$ cat src/speed_map.svh
`ifndef SPEED_MAP_SVH
`define SPEED_MAP_SVH

// register byte offsets
`define REG_SCALE      5'h00
`define REG_POLE       5'h04
`define REG_MAXF       5'h08
`define REG_STATUS     5'h0C
`define REG_DISP_BASE  5'h10

// status bit positions
`define ST_REJECT      0
`define ST_NETOPT      1
`define ST_BUSY        2
`define ST_STALE       3

// display read-back fields
`define DISP_UNIT_LSB  16
`define DISP_DASH_BIT  18

// reset values
`define SCALE_RST      14'h0000
`define POLE_RST       7'h04
`define MAXF_RST       16'h2EE0

// conversion constants (frequency in 0.01 Hz)
`define SCALE_CAP      14'h270E
`define PANEL_MAX      16'h270F
`define REF_FREQ_CENTI 16'h1770
`define CENTI_PER_HZ   16'h0064
`define RPM_FACTOR     16'h0078
`define POLE_OFFSET    7'h64
`define POLE_DEFAULT   7'h04
`define POLE_LO_MIN    7'h02
`define POLE_LO_MAX    7'h0A
`define POLE_HI_MIN    7'h66
`define POLE_HI_MAX    7'h6E
`define SCALE_BOUND    32'h0000FFFF

`endif

$ cat src/speed_pkg.sv
package speed_pkg;

  typedef enum logic [1:0] {
    UNIT_HZ   = 2'b00,
    UNIT_RPM  = 2'b01,
    UNIT_MACH = 2'b10
  } unit_e;

  typedef enum logic {
    SEQ_ISSUE = 1'b0,
    SEQ_WAIT  = 1'b1
  } seq_e;

  typedef enum logic {
    DIV_IDLE = 1'b0,
    DIV_RUN  = 1'b1
  } div_e;

  typedef logic [1:0] chan_t;

endpackage
$ cat src/conv_if.sv
`timescale 1ns/1ns
`default_nettype none

interface conv_if;
  logic        start;
  logic [31:0] dividend;
  logic [15:0] divisor;
  logic        busy;
  logic        done;
  logic [31:0] quotient;

  modport req (output start, dividend, divisor, input busy, done, quotient);
  modport div (input start, dividend, divisor, output busy, done, quotient);
endinterface

`default_nettype wire

$ cat src/speed_display.sv
// Behaviour
// RULE1: scale zero means frequency, else speed at 60Hz
// RULE2: pole setting 0, 2..10 even, 102..110 even
// RULE3: priority 102..110, then scale, then 2..10
// RULE4: scale zero units per pole setting
// RULE5: nonzero scale units per pole setting
// RULE6: motor speed is frequency times 120 over poles
// RULE7: poles equal setting minus 100 when high
// RULE8: both settings zero assume four poles
// RULE9: machine speed is scale times frequency over 60Hz
// RULE10: resolution 0.01Hz, 1m/min, 1r/min
// RULE11: values above 9999 shown as dashes
// RULE12: scale capped by max frequency bound, 9998
// RULE13: network option forces frequency display
// RULE14: recompute values from current frequency and settings
//
// Added by the designer: the register addresses and the Avalon-MM register port.
`include "speed_map.svh"
`timescale 1ns/1ns
`default_nettype none

module speed_display
  import speed_pkg::*;
#(
  parameter int NCH = 4
)
(
  // clock and reset
  input  wire logic                  clk_sys,
  input  wire logic                  rst_n,
  // avalon-mm slave
  input  wire logic [4:0]            avs_address,
  input  wire logic                  avs_read,
  input  wire logic                  avs_write,
  input  wire logic [31:0]           avs_writedata,
  output logic      [31:0]           avs_readdata_q,
  output logic                       avs_waitrequest_q,
  // drive frequencies, 0.01 Hz steps
  input  wire logic [15:0]           out_freq,
  input  wire logic [15:0]           set_freq,
  // network option presence pin
  input  wire logic                  net_option_pin,
  // panel values: output, set, running speed, setting
  output logic      [NCH-1:0][15:0]  disp_value_q,
  output unit_e     [NCH-1:0]        disp_unit_q,
  output logic      [NCH-1:0]        disp_dash_q
);

  // settings
  logic [13:0] machine_speed_scale_q, machine_speed_scale_d;
  logic [6:0]  pole_count_select_q,   pole_count_select_d;
  logic [15:0] max_frequency_limit_q, max_frequency_limit_d;
  logic        reject_q,              reject_d;
  logic [31:0] readdata_d;
  logic        waitrequest_d;

  // pin synchroniser
  logic        opt_meta_q;
  logic        net_opt_q;

  // sequencer
  seq_e        st_q,    st_d;
  chan_t       ch_q,    ch_d;
  logic        start_q, start_d;
  logic [31:0] dvd_q,   dvd_d;
  logic [15:0] dsr_q,   dsr_d;
  logic [21:0] snap_q,  snap_d;
  unit_e       unit_q,  unit_d;
  logic [NCH-1:0][15:0] value_d;
  unit_e [NCH-1:0]      uout_d;
  logic [NCH-1:0]       dash_d;

  // freshness of each channel against the current settings
  logic [NCH-1:0]       fresh_q,     fresh_d;
  logic [21:0]          snap_last_q, snap_last_d;

  // decoded settings
  logic        scale_nz;
  logic        pole_lo;
  logic        pole_hi;
  logic [6:0]  poles;
  logic [15:0] freq_sel;
  logic [21:0] snap_now;
  unit_e       unit_w [NCH];

  // bus helpers
  logic        bus_first;
  logic        wr_commit;
  logic [31:0] scale_prod;
  logic [31:0] maxf_prod;
  logic [31:0] scale_limit;
  logic        scale_ok;
  logic        pole_ok;
  logic        maxf_ok;
  logic [6:0]  pole_wr;

  conv_if cv ();

  speed_div u_div (
    .clk_sys (clk_sys),
    .rst_n   (rst_n),
    .cv      (cv.div)
  );

  // pin is asynchronous to clk_sys
  always_ff @(posedge clk_sys) begin
    if (!rst_n) begin
      opt_meta_q <= 1'b0;
      net_opt_q  <= 1'b0;
    end else begin
      opt_meta_q <= net_option_pin;
      net_opt_q  <= opt_meta_q;
    end
  end

  assign scale_nz = (machine_speed_scale_q != 14'h0000);
  assign pole_lo  = (pole_count_select_q >= `POLE_LO_MIN)
                 && (pole_count_select_q <= `POLE_LO_MAX);
  assign pole_hi  = (pole_count_select_q >= `POLE_HI_MIN);

  // effective pole count for r/min conversion
  always_comb begin
    if (pole_hi) begin
      poles = pole_count_select_q - `POLE_OFFSET; // [RULE7]
    end else if (pole_lo) begin
      poles = pole_count_select_q;
    end else begin
      poles = `POLE_DEFAULT; // [RULE8]
    end
  end

  // unit per channel; channel 2 is the running speed monitor
  for (genvar c = 0; c < NCH; c++) begin : g_unit
    if (c == 2) begin : g_run
      assign unit_w[c] = net_opt_q ? UNIT_HZ : // [RULE13]
                         pole_hi   ? UNIT_RPM : // [RULE3]
                         scale_nz  ? UNIT_MACH : // [RULE5]
                                     UNIT_RPM; // [RULE4]
    end else begin : g_freq
      assign unit_w[c] = net_opt_q ? UNIT_HZ : // [RULE13]
                         pole_hi   ? (scale_nz ? UNIT_HZ : UNIT_RPM) : // [RULE3] [RULE4] [RULE5]
                         (scale_nz && pole_lo) ? UNIT_MACH : // [RULE1] [RULE5]
                                     UNIT_HZ; // [RULE1] [RULE4]
    end
  end

  // output and running speed follow the output frequency
  assign freq_sel = ch_q[0] ? set_freq : out_freq;
  assign snap_now = {net_opt_q, pole_count_select_q, machine_speed_scale_q};

  // round-robin conversion of the four panel values
  always_comb begin
    st_d    = st_q;
    ch_d    = ch_q;
    start_d = 1'b0;
    dvd_d   = dvd_q;
    dsr_d   = dsr_q;
    snap_d  = snap_q;
    unit_d  = unit_q;
    value_d = disp_value_q;
    uout_d  = disp_unit_q;
    dash_d  = disp_dash_q;
    unique case (st_q)
      SEQ_ISSUE: begin
        unit_d = unit_w[ch_q];
        snap_d = snap_now;
        if (unit_w[ch_q] == UNIT_HZ) begin
          // 0.01 Hz steps shown as is
          value_d[ch_q] = freq_sel; // [RULE10]
          uout_d[ch_q]  = UNIT_HZ;
          dash_d[ch_q]  = (freq_sel > `PANEL_MAX); // [RULE11]
          ch_d          = ch_q + 2'h1; // [RULE14]
        end else begin
          start_d = 1'b1;
          st_d    = SEQ_WAIT;
          if (unit_w[ch_q] == UNIT_RPM) begin
            dvd_d = 32'(freq_sel) * 32'(`RPM_FACTOR); // [RULE6]
            dsr_d = 16'(poles) * `CENTI_PER_HZ; // [RULE6] [RULE10]
          end else begin
            dvd_d = 32'(freq_sel) * 32'(machine_speed_scale_q); // [RULE9]
            dsr_d = `REF_FREQ_CENTI; // [RULE9]
          end
        end
      end
      SEQ_WAIT: begin
        if (cv.done) begin
          st_d = SEQ_ISSUE;
          // settings moved during division: redo, never publish stale
          if (snap_q == snap_now) begin // [RULE14]
            value_d[ch_q] = cv.quotient[15:0]; // [RULE10]
            uout_d[ch_q]  = unit_q;
            dash_d[ch_q]  = (cv.quotient > 32'(`PANEL_MAX)); // [RULE11]
            ch_d          = ch_q + 2'h1;
          end
        end
      end
    endcase
  end

  always_ff @(posedge clk_sys) begin
    if (!rst_n) begin
      st_q         <= SEQ_ISSUE;
      ch_q         <= '0;
      start_q      <= 1'b0;
      dvd_q        <= '0;
      dsr_q        <= 16'h0001;
      snap_q       <= '0;
      unit_q       <= UNIT_HZ;
      disp_value_q <= '0;
      disp_unit_q  <= {NCH{UNIT_HZ}};
      disp_dash_q  <= '0;
    end else begin
      st_q         <= st_d;
      ch_q         <= ch_d;
      start_q      <= start_d;
      dvd_q        <= dvd_d;
      dsr_q        <= dsr_d;
      snap_q       <= snap_d;
      unit_q       <= unit_d;
      disp_value_q <= value_d;
      disp_unit_q  <= uout_d;
      disp_dash_q  <= dash_d;
    end
  end

  assign cv.start    = start_q;
  assign cv.dividend = dvd_q;
  assign cv.divisor  = dsr_q;

  // a settings move marks every channel stale until it is republished;
  // software can poll this instead of guessing the sweep time
  always_comb begin
    snap_last_d = snap_now;
    fresh_d     = (snap_now != snap_last_q) ? '0 : fresh_q; // [RULE14]
    unique case (st_q)
      SEQ_ISSUE: begin
        // hz channels publish with the settings of this very cycle
        if (unit_w[ch_q] == UNIT_HZ) begin
          fresh_d[ch_q] = 1'b1;
        end
      end
      SEQ_WAIT: begin
        if (cv.done && (snap_q == snap_now)) begin
          fresh_d[ch_q] = 1'b1; // [RULE14]
        end
      end
    endcase
  end

  always_ff @(posedge clk_sys) begin
    if (!rst_n) begin
      fresh_q     <= '0;
      snap_last_q <= '0;
    end else begin
      fresh_q     <= fresh_d;
      snap_last_q <= snap_last_d;
    end
  end

  // write checks
  assign pole_wr     = avs_writedata[6:0];
  assign scale_limit = `SCALE_BOUND * 32'(`REF_FREQ_CENTI);
  assign scale_prod  = 32'(avs_writedata[13:0]) * 32'(max_frequency_limit_q);
  assign maxf_prod   = 32'(machine_speed_scale_q) * 32'(avs_writedata[15:0]);
  assign scale_ok    = (avs_writedata <= 32'(`SCALE_CAP)) // [RULE12]
                    && (scale_prod < scale_limit); // [RULE12]
  assign maxf_ok     = (avs_writedata[31:16] == 16'h0000)
                    && (avs_writedata[15:0] != 16'h0000)
                    && (maxf_prod < scale_limit); // [RULE12]
  always_comb begin
    pole_ok = 1'b0;
    if (avs_writedata[31:7] == 25'h0000000) begin
      pole_ok = (pole_wr == 7'h00) // [RULE2]
             || (!pole_wr[0] && pole_wr >= `POLE_LO_MIN && pole_wr <= `POLE_LO_MAX)
             || (!pole_wr[0] && pole_wr >= `POLE_HI_MIN && pole_wr <= `POLE_HI_MAX);
    end
  end

  // one wait cycle, then the answer edge
  assign bus_first = (avs_read || avs_write) && avs_waitrequest_q;
  assign wr_commit = avs_write && !avs_waitrequest_q;

  always_comb begin
    machine_speed_scale_d = machine_speed_scale_q;
    pole_count_select_d   = pole_count_select_q;
    max_frequency_limit_d = max_frequency_limit_q;
    reject_d              = reject_q;
    waitrequest_d         = !bus_first;
    readdata_d            = avs_readdata_q;
    if (wr_commit) begin
      unique case (avs_address)
        `REG_SCALE: begin
          reject_d = !scale_ok;
          if (scale_ok) begin
            machine_speed_scale_d = avs_writedata[13:0]; // [RULE1]
          end
        end
        `REG_POLE: begin
          reject_d = !pole_ok;
          if (pole_ok) begin
            pole_count_select_d = pole_wr; // [RULE2]
          end
        end
        `REG_MAXF: begin
          reject_d = !maxf_ok;
          if (maxf_ok) begin
            max_frequency_limit_d = avs_writedata[15:0];
          end
        end
        default: begin
        end
      endcase
    end
    if (bus_first && avs_read) begin
      readdata_d = '0;
      if (avs_address[4] && avs_address[1:0] == 2'h0) begin
        readdata_d[15:0]                          = disp_value_q[avs_address[3:2]];
        readdata_d[`DISP_UNIT_LSB +: 2]           = disp_unit_q[avs_address[3:2]];
        readdata_d[`DISP_DASH_BIT]                = disp_dash_q[avs_address[3:2]];
      end else begin
        unique case (avs_address)
          `REG_SCALE:  readdata_d[13:0] = machine_speed_scale_q;
          `REG_POLE:   readdata_d[6:0]  = pole_count_select_q;
          `REG_MAXF:   readdata_d[15:0] = max_frequency_limit_q;
          `REG_STATUS: begin
            readdata_d[`ST_REJECT] = reject_q;
            readdata_d[`ST_NETOPT] = net_opt_q;
            readdata_d[`ST_BUSY]   = (st_q == SEQ_WAIT) || start_q || cv.busy;
            readdata_d[`ST_STALE]  = !(&fresh_q); // [RULE14]
          end
          default:     readdata_d = '0;
        endcase
      end
    end
  end

  always_ff @(posedge clk_sys) begin
    if (!rst_n) begin
      machine_speed_scale_q <= `SCALE_RST;
      pole_count_select_q   <= `POLE_RST;
      max_frequency_limit_q <= `MAXF_RST;
      reject_q              <= 1'b0;
      avs_waitrequest_q     <= 1'b1;
      avs_readdata_q        <= '0;
    end else begin
      machine_speed_scale_q <= machine_speed_scale_d;
      pole_count_select_q   <= pole_count_select_d;
      max_frequency_limit_q <= max_frequency_limit_d;
      reject_q              <= reject_d;
      avs_waitrequest_q     <= waitrequest_d;
      avs_readdata_q        <= readdata_d;
    end
  end

endmodule

`default_nettype wire

$ cat src/speed_div.sv
`timescale 1ns/1ns
`default_nettype none

module speed_div
  import speed_pkg::*;
(
  // clock and reset
  input wire logic clk_sys,
  input wire logic rst_n,
  // conversion request
  conv_if.div      cv
);

  div_e        st_q,   st_d;
  logic [16:0] rem_q,  rem_d;
  logic [31:0] quo_q,  quo_d;
  logic [15:0] dsr_q,  dsr_d;
  logic [4:0]  cnt_q,  cnt_d;
  logic        done_q, done_d;
  logic [16:0] trial;

  // restoring division, one quotient bit per cycle
  always_comb begin
    st_d   = st_q;
    rem_d  = rem_q;
    quo_d  = quo_q;
    dsr_d  = dsr_q;
    cnt_d  = cnt_q;
    done_d = 1'b0;
    trial  = {rem_q[15:0], quo_q[31]};
    unique case (st_q)
      DIV_IDLE: begin
        if (cv.start) begin
          rem_d = '0;
          quo_d = cv.dividend;
          dsr_d = cv.divisor;
          cnt_d = '0;
          st_d  = DIV_RUN;
        end
      end
      DIV_RUN: begin
        if (trial >= {1'b0, dsr_q}) begin
          rem_d = trial - {1'b0, dsr_q};
          quo_d = {quo_q[30:0], 1'b1};
        end else begin
          rem_d = trial;
          quo_d = {quo_q[30:0], 1'b0};
        end
        cnt_d = cnt_q + 5'h01;
        if (cnt_q == 5'h1F) begin
          st_d   = DIV_IDLE;
          done_d = 1'b1;
        end
      end
    endcase
  end

  always_ff @(posedge clk_sys) begin
    if (!rst_n) begin
      st_q   <= DIV_IDLE;
      rem_q  <= '0;
      quo_q  <= '0;
      dsr_q  <= 16'h0001;
      cnt_q  <= '0;
      done_q <= 1'b0;
    end else begin
      st_q   <= st_d;
      rem_q  <= rem_d;
      quo_q  <= quo_d;
      dsr_q  <= dsr_d;
      cnt_q  <= cnt_d;
      done_q <= done_d;
    end
  end

  assign cv.busy     = (st_q == DIV_RUN);
  assign cv.done     = done_q;
  assign cv.quotient = quo_q;

endmodule

`default_nettype wire

$ cat config.mk
export PLATFORM = sky130hd
export DESIGN_NAME = speed_display
export DESIGN_NICKNAME = d
export VERILOG_FILES = /design/src/speed_pkg.sv /design/src/conv_if.sv /design/src/speed_display.sv /design/src/speed_div.sv
export VERILOG_INCLUDE_DIRS = /design/src
export SDC_FILE = /design/constraint.sdc
export NUM_CORES = 2
export LEC_CHECK = 0
export BUFFER_PORTS_ARGS = -buffer_cell sky130_fd_sc_hd__buf_4
export CAP_MARGIN = 15
export CORE_MARGIN = 2
export CORE_UTILIZATION = 45
export CTS_BUF_LIST = sky130_fd_sc_hd__clkbuf_4 sky130_fd_sc_hd__clkbuf_8 sky130_fd_sc_hd__clkbuf_16
export DETAILED_ROUTE_END_ITERATION = 16
export PLACE_DENSITY = 0.74
export SYNTH_ARGS = -nofsm -noshare
export SYNTH_HDL_FRONTEND = slang
export SYNTH_SLANG_ARGS = --single-unit
$ cat constraint.sdc
create_clock -name clk_sys -period 7.85 [get_ports clk_sys]
set_clock_uncertainty 0.2 [all_clocks]
set_input_delay 0 -clock clk_sys [delete_from_list [all_inputs] [get_ports clk_sys]]
set_output_delay 0 -clock clk_sys [all_outputs]
set_load 0.01 [all_outputs]
==> summary.md <==
| Metric | Value |
|---|---|
| Run status | `finished clean` |
| Worst-path clk slew | `0.07 ns` |
| Post-CTS Setup Bufs | `0` |
| Post-route ant nets | `0` |
| Seq/Total Area, Yosys | `15.5%` |
| Req. time, crit path | `8.11 ns` |
| Htree depth | `1` |
| Peak supply drop | `0.000297 V` |
| Final Non-Filler Cells | `5636` |
| FF+latch count, synth | `301` |
| Worst hold stages | `6` |
| Crit end category | `register` |
| Initial DRC count | `2202` |
| Post-synth EDFFs | `0` |
| Area grow syn2layout | `9.21%` |
| Vias per inst | `5.47` |
| IO Pins | `183` |
| Setup TNS | `0 ns` |
| Power per standard cell area | `213 mW/mm²` |
| Core Area | `0.0855 mm²` |
| Clock sinks | `301` |
| Total global-route track usage | `23.4%` |
| Ys flop type | `dfxtp_1` |
| Yosys cell types | `96` |
| CTS tree | `done` |
| Fin crit share | `96.0%` |
| Hold Path Origin | `avs_writedata[16]` |
| RSZ-0062 raised after global routing | `false` |
| Die W | `298 µm` |
| Root Buffer | `clkbuf_16` |
| CP Class | `register to register` |
| R2r startpoint | `ch_q[0]` |
| Yosys warnings | `0` |
| # rows | `107` |
| Max Cap Viol | `0` |
| Headroom to the max-slew limit | `27.0%` |
| Worst-skew pair later-pin latency | `0.58 ns` |
| Leak | `20.8 nW` |
| Netlist Area Pre-Place | `0.0390 mm²` |
| Critical path peak fanout | `19` |
| Synth async-reset ratio | `0%` |
| Number of global-route vias before repair | `31.4k` |
| Top Usage Layer GRT | `met2` |
| Final Critical Period | `7.54 ns` |
| Hold WC Path Type | `input port to register` |
| CTS buffer count | `31` |
| Die footprint | `0.0890 mm²` |
| Critical R2R Capture | `cv.dividend[28]` |
| Total power | `9.07 mW` |
| First-pass GRT wire length | `170 mm` |
| Starting Density | `45.6%` |
| Antenna violations before repair | `1` |
| Routed WL per cell | `18.5 µm` |
| Max clock buf depth | `3` |
| Final setup vio count | `0` |
| Slew @ Worst Pin | `1.09 ns` |
| Fin. max-slew vios | `0` |
| Met1 Resource Use GR | `31.6%` |
| R2R depth | `23` |
| Post-Syn Instances | `4416` |
| Post-DP HPWL | `79.4 mm` |
| Final Hold Fails | `0` |
| Total vias in the final route | `30.8k` |
| Share of layout cells above drive strength 1 | `9.28%` |
| Antenna diode count | `0` |
| Max Freq | `0.133 GHz` |
| PortBufs | `169` |
| Largest net degree at the start of global routing | `95` |
| R2R setup slack | `0.31 ns` |
| Average size of a mapped cell | `8.83 µm²` |
| Routed WL | `104 mm` |
| CP startpoint | `ch_q[0]` |
| Layout net count | `5424` |
| WHS Endpoint | `pole_count_select_q[4]` |
| Worst setup SP type | `register` |
| Placer congestion estimate | `0.887` |
| DR pass1 iterations | `5` |
| Placed insts | `5545` |
| Gr ovfl total | `0` |
| Remaining routing DRC violations | `0` |
| GR Util met2 | `39.5%` |
| WP data arrival | `7.80 ns` |
| Global Route met3 Usage | `2.64%` |
| Die Y | `298 µm` |
cells in the final DEF, fill, tap and decap left out, drive strengths merged, types with 39 or more instances in the layout:
cell type | Yosys | layout
nor2b | 114 | 114
a21oi | 118 | 118
nand3 | 39 | 39
buf | 74 | 254
inv | 606 | 611
and2 | 341 | 341
mux2i | 164 | 164
dfxtp | 301 | 301
nor3 | 42 | 42
nand2 | 630 | 630
clkbuf | 210 | 48
o21ai | 156 | 156
fa | 524 | 524
nor2 | 121 | 121
xnor2 | 76 | 76
ha | 358 | 358
xor2 | 53 | 53
registers in the layout, indices dropped and copies added, names as in the netlist, 16 cells and up:
name and flops:
disp_value_q 64, u_div.cv.quotient 32, cv.dividend 30, snap_last_q 22, snap_q 22, avs_readdata_q 19, max_frequency_limit_q 16, u_div.rem_q 16
synth_stat cells (14+ instances only):
master / number / area, µm²
dfxtp_1: 301 / 6030
inv_1: 606 / 2270
buf_1: 26 / 97.6
fa_1: 524 / 10500
xnor2_1: 76 / 666
o211ai_1: 19 / 143
ha_1: 358 / 4480
a31oi_1: 15 / 93.8
mux2i_1: 164 / 1640
o21bai_1: 20 / 150
buf_2: 30 / 150
nand3_1: 39 / 195
and2_1: 340 / 2130
nor2_1: 120 / 450
mux2_2: 35 / 394
mux4_2: 22 / 495
nand2_1: 630 / 2360
a21boi_0: 19 / 143
o21ai_0: 149 / 746
a21oi_1: 113 / 566
nor2b_1: 114 / 713
clkbuf_1: 209 / 785
a21o_1: 36 / 270
nand2b_1: 21 / 131
nor3_1: 42 / 210
and3_1: 17 / 106
buf_4: 15 / 113
o31ai_1: 14 / 105
nor4_1: 36 / 225
xor2_1: 53 / 464
o211a_1: 16 / 160
nand4_1: 28 / 175
power breakdown:
group / leakage (nW) / switching (mW) / internal, mW / total [mW]
Clock: 0.503 / 0.635 / 0.814 / 1.45
Combinational: 17.9 / 3.43 / 2.35 / 5.78
Sequential: 2.44 / 0.147 / 1.70 / 1.84
worst max path at each step:
stage / slack, ns / cells after the start / endpoint
after floorplan: 0.04 / 26 / cv.dividend[28]
after global placement: 0.27 / 23 / machine_speed_scale_q[4]
after detailed placement: 0.22 / 24 / machine_speed_scale_q[11]
after CTS: 0.18 / 24 / machine_speed_scale_q[11]
after global routing: 0.004 / 23 / cv.dividend[28]
final: 0.31 / 23 / cv.dividend[28]
logic make-up after synthesis:
logic type      after synthesis  synth area share [%]
other cells                   2                0.0193
flops                       301                  15.5
compound gates              551                  9.58
buf+inv                     890                  8.88
simple gates               1438                  18.2
mux                         222                  6.52
xor+xnor                    129                  2.90
fa+ha+maj                   883                  38.4
metrics by stage:
step	instance area (µm²)	hold slack, ns	utilization (%)	setup slack [ns]
after floorplan	39000	-0.0841	-	0.0447
after global placement	41200	0.0197	48.2	0.270
after detailed placement	41200	0.0192	48.2	0.217
after CTS	42500	0.0723	49.7	0.177
after global routing	42600	0.163	49.8	0.00360
final	42600	0.113	49.8	0.312
critical path, stage by stage (launching register included):
cell,delay (ns)
dfxtp_1,0.39
buf_12,0.20
mux2_2,0.53
and2_1,0.25
fa_1,0.47
inv_1,0.05
fa_1,0.56
fa_1,0.48
fa_1,0.51
inv_1,0.05
fa_1,0.50
fa_1,0.42
ha_1,0.33
and3_1,0.18
a221o_1,0.34
a221oi_1,0.29
o21ai_0,0.27
a41o_1,0.34
o211a_1,0.25
o21a_1,0.19
o21a_1,0.18
o21ba_2,0.22
xnor2_1,0.12
o21ai_0,0.08
layout make-up:
cell class	count	area, µm²
multi-input cells	3240	29600
clock inverters	9	66.3
repair buffers	288	2260
flip-flops and latches	301	6040
well taps	1144	1430
inverters	606	2270
clock buffers	48	922
fillers	7932	43000
layer usage:
metal	share of wire (%)	vias to the layer above	wire length, µm
li1	-	14300	-
met2	48	1004	49800
met1	43	15400	44500
met3	5.9	191	6150
met4	3.5	0	3600
met5	0	-	0
timing repair:
| action | in CTS | in global routing |
|---|---|---|
| endpoints found under the hold margin | 133 | 0 |
| setup endpoints to repair | 0 | 31 |
| hold buffers | 34 | 0 |
| resized for setup | 0 | 17 |
Note: power is estimated with default switching activity, not from simulation.
